$ cat src/logic/acdis_pkg.sv
/*
  package: register offsets, field positions, reset values and timing
  counts for the port removal timer block.
  assumes: 125 MHz clock; register access by a plain byte-wide port.
*/
package acdis_pkg;
  // register offsets on the byte-wide register port
  localparam logic [4:0] disconnect_enable_control_off = 5'h13;
  localparam logic [4:0] disconnect_timing_config_off = 5'h16;
  localparam logic [4:0] supply_event_off = 5'h0A;
  localparam logic [4:0] osc_fail_mask_off = 5'h0B;
  // field positions
  localparam int dc_sense_en_pos = 0;
  localparam int ac_sense_en_pos = 4;
  localparam int osc_fail_pos = 1;
  localparam int timeout_sel_lo_pos = 0;
  localparam int timeout_sel_hi_pos = 1;
  // reset values
  localparam logic [7:0] enable_reset = 8'hFF;
  localparam logic [7:0] timing_reset = 8'h00;
  localparam logic [7:0] mask_reset = 8'h02;
  // timing
  localparam int clock_mhz = 125;
  localparam int osc_window_ms = 250;
  localparam int osc_window_cycles = osc_window_ms * 1000 * clock_mhz;
  localparam int removal_timeout_ms_0 = 300;
  localparam int removal_timeout_ms_1 = 75;
  localparam int removal_timeout_ms_2 = 150;
  localparam int removal_timeout_ms_3 = 600;
  localparam int removal_cycles_0 = removal_timeout_ms_0 * 1000 * clock_mhz;
  localparam int removal_cycles_1 = removal_timeout_ms_1 * 1000 * clock_mhz;
  localparam int removal_cycles_2 = removal_timeout_ms_2 * 1000 * clock_mhz;
  localparam int removal_cycles_3 = removal_timeout_ms_3 * 1000 * clock_mhz;
  localparam int num_ports = 4;
endpackage : acdis_pkg

$ cat src/logic/ac_disconnect_timer_control.sv
/*
  four-port removal timer control with ac and dc keep-alive paths and an
  oscillator activity monitor.
  assumes: comparator outputs arrive from the analog side asynchronously;
  register port is a simple byte-wide strobe interface on this clock.
*/
`timescale 1ns/1ps
module ac_disconnect_timer_control #(
  parameter int osc_window_len = acdis_pkg::osc_window_cycles,
  parameter int removal_len_0 = acdis_pkg::removal_cycles_0,
  parameter int removal_len_1 = acdis_pkg::removal_cycles_1,
  parameter int removal_len_2 = acdis_pkg::removal_cycles_2,
  parameter int removal_len_3 = acdis_pkg::removal_cycles_3
) (
  // clock and reset
  input wire logic clock,
  input wire logic rst_n,
  input wire logic soft_reset,
  // register port
  input wire logic reg_wr,
  input wire logic reg_rd,
  input wire logic [4:0] reg_addr,
  input wire logic [7:0] reg_wdata,
  output logic [7:0] reg_rdata,
  // oscillator comparators
  input wire logic osc_sense_low,
  input wire logic osc_sense_high,
  // per-port command and analog status
  input wire logic [3:0] port_on_cmd,
  input wire logic [3:0] dc_current_ok,
  input wire logic [3:0] ac_period_end,
  input wire logic [3:0] ac_min_current,
  // results
  output logic [3:0] port_power,
  output logic [3:0] disconnect_fault,
  output logic osc_irq
);
  localparam int np = acdis_pkg::num_ports;

  typedef struct packed {
    logic [7:0] enable;
    logic [7:0] timing;
    logic [7:0] mask;
    logic osc_fail;
    logic [31:0] win_count;
    logic seen_low;
    logic seen_high;
    logic [3:0] power;
    logic [3:0] fault;
    logic [3:0] end_d;
    logic [3:0] cmd_d;
    logic [7:0] rdata;
    logic irq;
    logic init;
  } ctl_state_t;

  ctl_state_t st_reg;
  ctl_state_t st_next;

  // ===========================================================
  // input synchronisers
  logic osc_low_s;
  logic osc_high_s;
  logic [3:0] dc_ok_s;
  logic [3:0] ac_end_s;
  logic [3:0] ac_cur_s;

  sync3 u_sync_low (
    .clock(clock), .rst_n(rst_n), .async_in(osc_sense_low),
    .sync_out(osc_low_s)
  );
  sync3 u_sync_high (
    .clock(clock), .rst_n(rst_n), .async_in(osc_sense_high),
    .sync_out(osc_high_s)
  );

  logic [3:0] ac_pulse;
  logic [3:0] dc_keep;
  logic [3:0] keep_alive;
  logic [3:0] expire;
  logic [31:0] limit;

  // ===========================================================
  // timeout select
  always_comb begin
    unique case (st_reg.timing[acdis_pkg::timeout_sel_hi_pos -: 2])
      2'h0: limit = 32'(removal_len_0);
      2'h1: limit = 32'(removal_len_1);
      2'h2: limit = 32'(removal_len_2);
      2'h3: limit = 32'(removal_len_3);
    endcase
  end

  // ===========================================================
  // per-port keep-alive and timers
  for (genvar p = 0; p < np; p++) begin : g_port
    sync3 u_dc (
      .clock(clock), .rst_n(rst_n), .async_in(dc_current_ok[p]),
      .sync_out(dc_ok_s[p])
    );
    sync3 u_end (
      .clock(clock), .rst_n(rst_n), .async_in(ac_period_end[p]),
      .sync_out(ac_end_s[p])
    );
    sync3 u_cur (
      .clock(clock), .rst_n(rst_n), .async_in(ac_min_current[p]),
      .sync_out(ac_cur_s[p])
    );
    // one keep-alive pulse per period when the minimum current was met
    assign ac_pulse[p] = ac_end_s[p] & ~st_reg.end_d[p]
                       & ac_cur_s[p]
                       & st_reg.enable[acdis_pkg::ac_sense_en_pos + p];
    assign dc_keep[p] = dc_ok_s[p]
                      & st_reg.enable[acdis_pkg::dc_sense_en_pos + p];
    // with both paths off the timer is never fed and the port drops
    assign keep_alive[p] = ac_pulse[p] | dc_keep[p];
    port_removal_timer u_timer (
      .clock(clock), .rst_n(rst_n), .powered(st_reg.power[p]),
      .keep_alive(keep_alive[p]), .limit(limit), .expire(expire[p])
    );
  end

  // ===========================================================
  // control state
  logic win_end;
  assign win_end = (st_reg.win_count + 32'h00000001
                    >= 32'(osc_window_len));

  always_comb begin
    st_next = st_reg;
    st_next.init = 1'b0;
    st_next.end_d = ac_end_s;
    st_next.cmd_d = port_on_cmd;
    // window counter with crossing latches
    if (win_end) begin
      st_next.win_count = 32'h00000000;
      st_next.seen_low = 1'b0;
      st_next.seen_high = 1'b0;
    end else begin
      st_next.win_count = st_reg.win_count + 32'h00000001;
      st_next.seen_low = st_reg.seen_low | osc_low_s;
      st_next.seen_high = st_reg.seen_high | osc_high_s;
    end
    // a rising command powers a port; expiry drops it until the next rise,
    // so a held command cannot re-power a removed device
    for (int i = 0; i < np; i++) begin
      if (expire[i]) begin
        st_next.power[i] = 1'b0;
        st_next.fault[i] = 1'b1;
      end else if (port_on_cmd[i] && !st_reg.cmd_d[i]
                   && !st_reg.power[i]) begin
        st_next.power[i] = 1'b1;
      end
    end
    // register writes
    if (reg_wr) begin
      unique case (reg_addr)
        acdis_pkg::disconnect_enable_control_off: st_next.enable = reg_wdata;
        acdis_pkg::disconnect_timing_config_off: st_next.timing = reg_wdata;
        acdis_pkg::osc_fail_mask_off: st_next.mask = reg_wdata;
        acdis_pkg::supply_event_off: begin
          if (reg_wdata[acdis_pkg::osc_fail_pos]) begin
            st_next.osc_fail = 1'b0;
          end
        end
        default: begin
        end
      endcase
    end
    // set wins over clear
    if (win_end && !(st_reg.seen_low && st_reg.seen_high)
        && st_reg.mask[acdis_pkg::osc_fail_pos]) begin
      st_next.osc_fail = 1'b1;
    end
    // flag drives the interrupt output and is also read back at the supply event offset
    st_next.irq = st_next.osc_fail;
    if (reg_rd) begin
      unique case (reg_addr)
        acdis_pkg::disconnect_enable_control_off: st_next.rdata = st_reg.enable;
        acdis_pkg::disconnect_timing_config_off: st_next.rdata = st_reg.timing;
        acdis_pkg::osc_fail_mask_off: st_next.rdata = st_reg.mask;
        acdis_pkg::supply_event_off:
          st_next.rdata = {6'h00, st_reg.osc_fail, 1'b0};
        default: st_next.rdata = 8'h00;
      endcase
    end
    if (soft_reset) begin
      st_next.enable = acdis_pkg::enable_reset;
      st_next.timing = acdis_pkg::timing_reset;
      st_next.mask = acdis_pkg::mask_reset;
      st_next.osc_fail = 1'b1;
      st_next.power = 4'h0;
      st_next.fault = 4'h0;
      st_next.irq = 1'b1;
    end
  end

  always_ff @(posedge clock or negedge rst_n) begin
    if (!rst_n) begin
      st_reg <= '0;
      st_reg.enable <= acdis_pkg::enable_reset;
      st_reg.timing <= acdis_pkg::timing_reset;
      st_reg.mask <= acdis_pkg::mask_reset;
      st_reg.osc_fail <= 1'b1;
      st_reg.irq <= 1'b1;
      st_reg.init <= 1'b1;
    end else begin
      st_reg <= st_next;
    end
  end

  assign reg_rdata = st_reg.rdata;
  assign port_power = st_reg.power;
  assign disconnect_fault = st_reg.fault;
  assign osc_irq = st_reg.irq;
endmodule : ac_disconnect_timer_control

$ cat src/logic/port_removal_timer.sv
/*
  one port's removal timer: counts while powered and no keep-alive arrives.
  assumes: keep-alive and limit come from the same clock domain.
*/
`timescale 1ns/1ps
module port_removal_timer (
  // clock and reset
  input wire logic clock,
  input wire logic rst_n,
  // control
  input wire logic powered,
  input wire logic keep_alive,
  input wire logic [31:0] limit,
  // result
  output logic expire
);
  typedef struct packed {
    logic [31:0] count;
    logic expire;
  } timer_state_t;
  timer_state_t st_reg;
  timer_state_t st_next;

  always_comb begin
    st_next = st_reg;
    st_next.expire = 1'b0;
    if (!powered || keep_alive) begin
      st_next.count = 32'h00000000;
    end else if (st_reg.count + 32'h00000001 >= limit) begin
      st_next.expire = 1'b1;
      st_next.count = 32'h00000000;
    end else begin
      st_next.count = st_reg.count + 32'h00000001;
    end
  end

  always_ff @(posedge clock or negedge rst_n) begin
    if (!rst_n) begin
      st_reg <= '0;
    end else begin
      st_reg <= st_next;
    end
  end

  assign expire = st_reg.expire;
endmodule : port_removal_timer

$ cat src/logic/sync3.sv
/*
  three-flop synchroniser with agreement filter.
  assumes: asynchronous input; output changes when stages two and three agree.
*/
`timescale 1ns/1ps
module sync3 (
  // clock and reset
  input wire logic clock,
  input wire logic rst_n,
  // data
  input wire logic async_in,
  output logic sync_out
);
  typedef struct packed {
    logic s1;
    logic s2;
    logic s3;
    logic q;
  } sync_state_t;
  sync_state_t st_reg;
  sync_state_t st_next;

  always_comb begin
    st_next = st_reg;
    st_next.s1 = async_in;
    st_next.s2 = st_reg.s1;
    st_next.s3 = st_reg.s2;
    if (st_reg.s2 == st_reg.s3) begin
      st_next.q = st_reg.s3;
    end
  end

  always_ff @(posedge clock or negedge rst_n) begin
    if (!rst_n) begin
      st_reg <= '0;
    end else begin
      st_reg <= st_next;
    end
  end

  assign sync_out = st_reg.q;
endmodule : sync3
$ cat config.mk
export PLATFORM = sky130hd
export DESIGN_NAME = ac_disconnect_timer_control
export DESIGN_NICKNAME = d
export VERILOG_FILES = /design/src/logic/acdis_pkg.sv /design/src/logic/ac_disconnect_timer_control.sv /design/src/logic/port_removal_timer.sv /design/src/logic/sync3.sv
export SDC_FILE = /design/constraint.sdc
export NUM_CORES = 1
export LEC_CHECK = 0
export BUFFER_PORTS_ARGS = -buffer_cell sky130_fd_sc_hd__buf_2
export CORE_MARGIN = 2
export CORE_UTILIZATION = 57
export CTS_CLUSTER_SIZE = 25
export DETAILED_ROUTE_END_ITERATION = 8
export PLACE_DENSITY = 0.82
export SLEW_MARGIN = 20
export SYNTH_ARGS = -nofsm -noshare
export SYNTH_HDL_FRONTEND = slang
export SYNTH_SLANG_ARGS = --single-unit
$ cat constraint.sdc
create_clock -name clock -period 3.95 [get_ports clock]
set_clock_uncertainty 0.15 [all_clocks]
set_input_delay 0.5925 -clock clock [delete_from_list [all_inputs] [get_ports clock]]
set_output_delay 0.5925 -clock clock [all_outputs]
set_load 0.01 [all_outputs]
# --- After elaboration in Yosys (flattened, before gate mapping) ---
# Cells that the tools add are included.
word_totals:
  regBits: 272
  in_bits: 36
classes:
  add_sub_neg: 5
  n_eq_ne: 21
  n_lt_le_gt_ge: 5
  bitwise_logic: 26
  reduce_logical: 40
  n_mux: 41
op_table:
  columns: ["operator", "count"]
  rows:
  - ["$mux 32", 8]
  - ["$add 32x1->32 const B", 5]
  - ["$ge 32x32->1", 4]
  - ["$pmux 32 s4", 1]
  - ["$mux 25", 2]
  - ["$mux 34", 1]
  - ["$ge 32x25->1 const B", 1]
  - ["$mux 8", 4]
  - ["$pmux 8 s4", 1]
  - ["$mux 1", 24]
  - ["$and 1x1->1", 16]
  - ["$reduce_bool 2->1", 8]
  - ["$eq 1x1->1", 14]
  - ["$reduce_bool 3->1", 4]
  - ["$logic_and 1x1->1", 11]
  - ["$eq 5x4->1 const B", 2]
  - ["$eq 5x5->1 const B", 2]
  - ["$logic_not 1->1", 9]
  - ["$or 1x1->1", 6]
  - ["$reduce_and 2->1", 3]
  - ["$eq 2x2->1 const B", 2]
  - ["$logic_or 1x1->1", 4]
  - ["$not 1->1", 4]
  - ["$eq 2x1->1 const B", 1]
  - ["$logic_not 2->1", 1]

# --- Logic depth before layout (Yosys ltp) ---
depth:
  word_depth: 7
  depth_mapped: 16

# --- By module ---
# Synthesis repeated with hierarchy kept, for this count alone.
unflattened:
  hier_cells: 1599
  hier_area_um2: 16104.2
by_module_without_submodules:
  columns: ["module", "area_each_um2", "instances", "cells_per_inst"]
  rows:
  - ["port_removal_timer", 2576.2, 4, 270]
  - ["ac_disconnect_timer_control", 4240.3, 1, 449]
  - ["sync3", 111.4, 14, 5]

# --- Least setup slack after synthesis ---
# Ideal clock, no wire load.
synth_path:
  kind: "flip-flop to flip-flop"
  startpoint: "reg g_port[0].u_timer.st_reg[1] (netlist name)"
  endpoint: "reg g_port[0].u_timer.st_reg[3] (netlist name)"
  setup_slack_ns: 0.178
  t_arrival_ns: 3.486
  stages_incl_launch_ff: 15
  synth_period_minus_slack_ns: 3.772
  n_path_buf: 1
  path_cell_list: "dfrtp_1 > ha_1 > and2_1 > and2_1 > nand3_1 > nor3_1 > and3_1 > xor2_1 > ha_1 > nand4_1 > mux2_2 > or4_1 > o221ai_2 > clkbuf_1 > nor3_1"
synth_rtl:
  columns: ["item", "line_no", "rtl"]
  rows:
  - ["from (decl)", "port_removal_timer.sv:21", "timer_state_t st_reg;"]
  - ["from (signal assigned)", "port_removal_timer.sv:41", "st_reg <= st_next;"]

==> flow_summary.ini <==
[floorplanning]
dieArea_sq_um = 26490
die_w_microns = 162.8
row_count = 58
ios = 53
design.core.area_sq_um = 24960
initial_core_util_pct = 57.55
die_h_microns = 162.8

[setup_path]
startpoint = g_port[3].u_timer.st_reg[13]
crit_path_end = g_port[3].u_timer.st_reg[10]
r2r_cells = 14
critical_path_class = reg2reg
crit_path_start_kind = register
rr_startpoint = g_port[3].u_timer.st_reg[13]
r2r_setup_slack_ns = 0.16
end_kind = register
crit_fanout = 20
crit_arrival_ns = 4.08
crit_required_ns = 4.24
rr_endpoint = g_port[3].u_timer.st_reg[10]

[yosys]
synth_common_cells = dfrtp_1, ha_1, nand2_1
yosys.area.top_type = dfrtp_1
syn_area_per_cell_sq_um = 10.56
yosys_warnings = 0
synth-seq-area-share_pct = 47.29
synthTopCellsByArea = dfrtp_1, ha_1, xnor2_1
yosysMostFrequentCell = dfrtp_1
async_reset_ff_share_pct = 100.0
ys_seq_elements = 271
syn_area_sq_um = 14370
ys_types = 80
syn-instance-count = 1360
synth_edf_count = 0
ys_dominant_reg_cell = dfrtp_1
synth_top_area_share_pct = 45.46

[detailed_routing]
ant_nets = 0
dr.pass1.iters = 7
drt_wl_total_microns = 32110
routed_via_density = 6.014
drc = 0
num_vias = 10960
detail_route.wl_per_cell_microns = 17.61
drt_iter0_drc = 925

[layout]
fin_util_pct = 66.50
diodes = 0
drive_above_1_share_pct = 15.27
synthToLayoutAreaGrowth_pct = 15.55
final_net_count = 1604
largest_reg_flops = 128

[sta]
fin_crit_sh_pct = 96.07
period_needed_ns = 3.795
max_freq_ghz = 0.2635
max_slew_margin_pct = 40.38
timing_hold_violations_final = 0
fin_setup_tns_ns = 0
setup_viol = 0
drv_slew = 0
worst_pin_slew_ns = 0.8867

[min_path]
hp-class = in2reg

[cts]
cts_htree_levels = 1
numCtsBuffers = 28
clk_latency_ns = 0.55
clock-sinks = 271
tritoncts = built
cts_root_buf = clkbuf_16
cts.path.max_buffers = 3
path_clk_slew_ns = 0.06

[global_route]
antenna_found_initial = 0
grt_pass1_vias = 10930
grt_remaining_overflow = 0
track_usage_pct = 24.23
grt_max_degree = 103
grt_pass1_wl_microns = 52860

[outcome]
status = finished, final reports clean

[power_and_ir_drop]
power_density_nw_per_um2 = 368.6
vdd_drop_max_uv = 393.3
p_leak_nw = 7.399

[run]
maxCapViolCount = 0

[place]
hpwl_microns = 21360
place.gp.congestion = 0.8905
numPortBuffers = 52
## per-layer routing
layer / up-vias / global-route usage (%) / part of all wire, %
li1: 5143 / - / -
met1: 5393 / 31.22 / 42
met2: 331 / 41.16 / 49
met3: 96 / 3.336 / 4.5
met4: 0 / 10.30 / 3.8
met5: - / 0 / 0
## worst min-delay path by stage
stage,start,to,cells after the start
detailed placement,g_port[0].u_cur.st_next[2],g_port[0].u_cur.st_next[1],0
global route,dc_current_ok[1],g_port[1].u_dc.st_next[2],1
CTS,port_on_cmd[2],st_reg[12],1
finish,port_on_cmd[2],st_reg[12],1
global placement,g_port[1].u_end.st_next[2],g_port[1].u_end.st_next[1],0
floorplan,rst_n,disconnect_fault[0],0
## cell usage in the layout (no fill, tap or decap), types with 10 or more instances in the layout
master           n
ha_1            96
o21ai_0         11
maj3_1          14
clkbuf_16       30
dfrtp_1        261
nor3_1          56
nor3b_2         14
buf_2           51
nor3_2          10
and4_1          17
and3_1          36
dfstp_2         10
xnor2_1         68
nor2_1          61
buf_4           46
dlygate4sd3_1   11
a21oi_1         43
a21o_1          22
nand3_1         84
and2_1          13
nor2b_1         29
inv_1           34
conb_1          27
nor3b_1         56
nand2_1         95
nor4_1          16
nand4_1         38
xor2_1          62
## critical path, cell delays in order (launching register included)
cell and delay (ns):
dfrtp_1 0.44, and4_1 0.29, nand4_1 0.19, buf_4 0.19
buf_4 0.16, nor3_1 0.32, nand3_1 0.16, xnor2_1 0.17
ha_1 0.33, a21o_1 0.17, a2111oi_2 0.33, buf_4 0.18
o31ai_4 0.12, buf_6 0.20, nor3b_1 0.25
## cell families after synthesis
kind of cell,after synthesis,synth area share [%]
and+or+nand+nor,581,23.41
DFF,271,47.29
AOI/OAI and AO/OA,164,8.160
xor gates and xnor gates,131,7.986
adders and majority gates,111,9.423
buffers and inverters,95,3.266
muxes,6,0.4441
other,1,0.02610
## final cells by class
cell class                 count  area, sq um
tap                          330        412.9
multi-input combinational   1020         7353
fill                        1817         8362
clock inverter                18        306.5
sequential                   271         6794
inverter                      34        127.6
timing repair buffer         116        853.3
clock buffer                  34        754.5
## report_power, final
group	total, mW	internal, mW	switching, mW
sequential	2.89	2.84	0.0425
combinational	0.222	0.0764	0.146
clock	3.01	1.88	1.13
## metrics by stage
step           power [mW]  worst slack [ns]  instances  hold slack [ns]  instance area (sq um)
2_1_floorplan       3.027            0.1777       1386           0.1469                  14470
3_3_place_gp        3.136            0.1144       1749           0.1834                  15180
3_5_place_dp        3.147          -0.03504       1749           0.1855                  15180
4_1_cts             6.155           0.01318       1812         0.002505                  16360
5_1_grt             6.301          -0.09015       1823         0.001528                  16600
6_report            6.119            0.1552       1823          0.01393                  16600
## timing repair
| action | CTS | global route |
|---|---|---|
| buffers inserted | 0 | 9 |
| hold endpoints to repair | 99 | 0 |
| setup endpoints to repair | 17 | 108 |
| cloned | 0 | 1 |
| pin swaps | 0 | 13 |
| gates resized for setup | 1 | 27 |
| hold buffers | 11 | 0 |
Note: power is estimated with default switching activity, not from simulation.
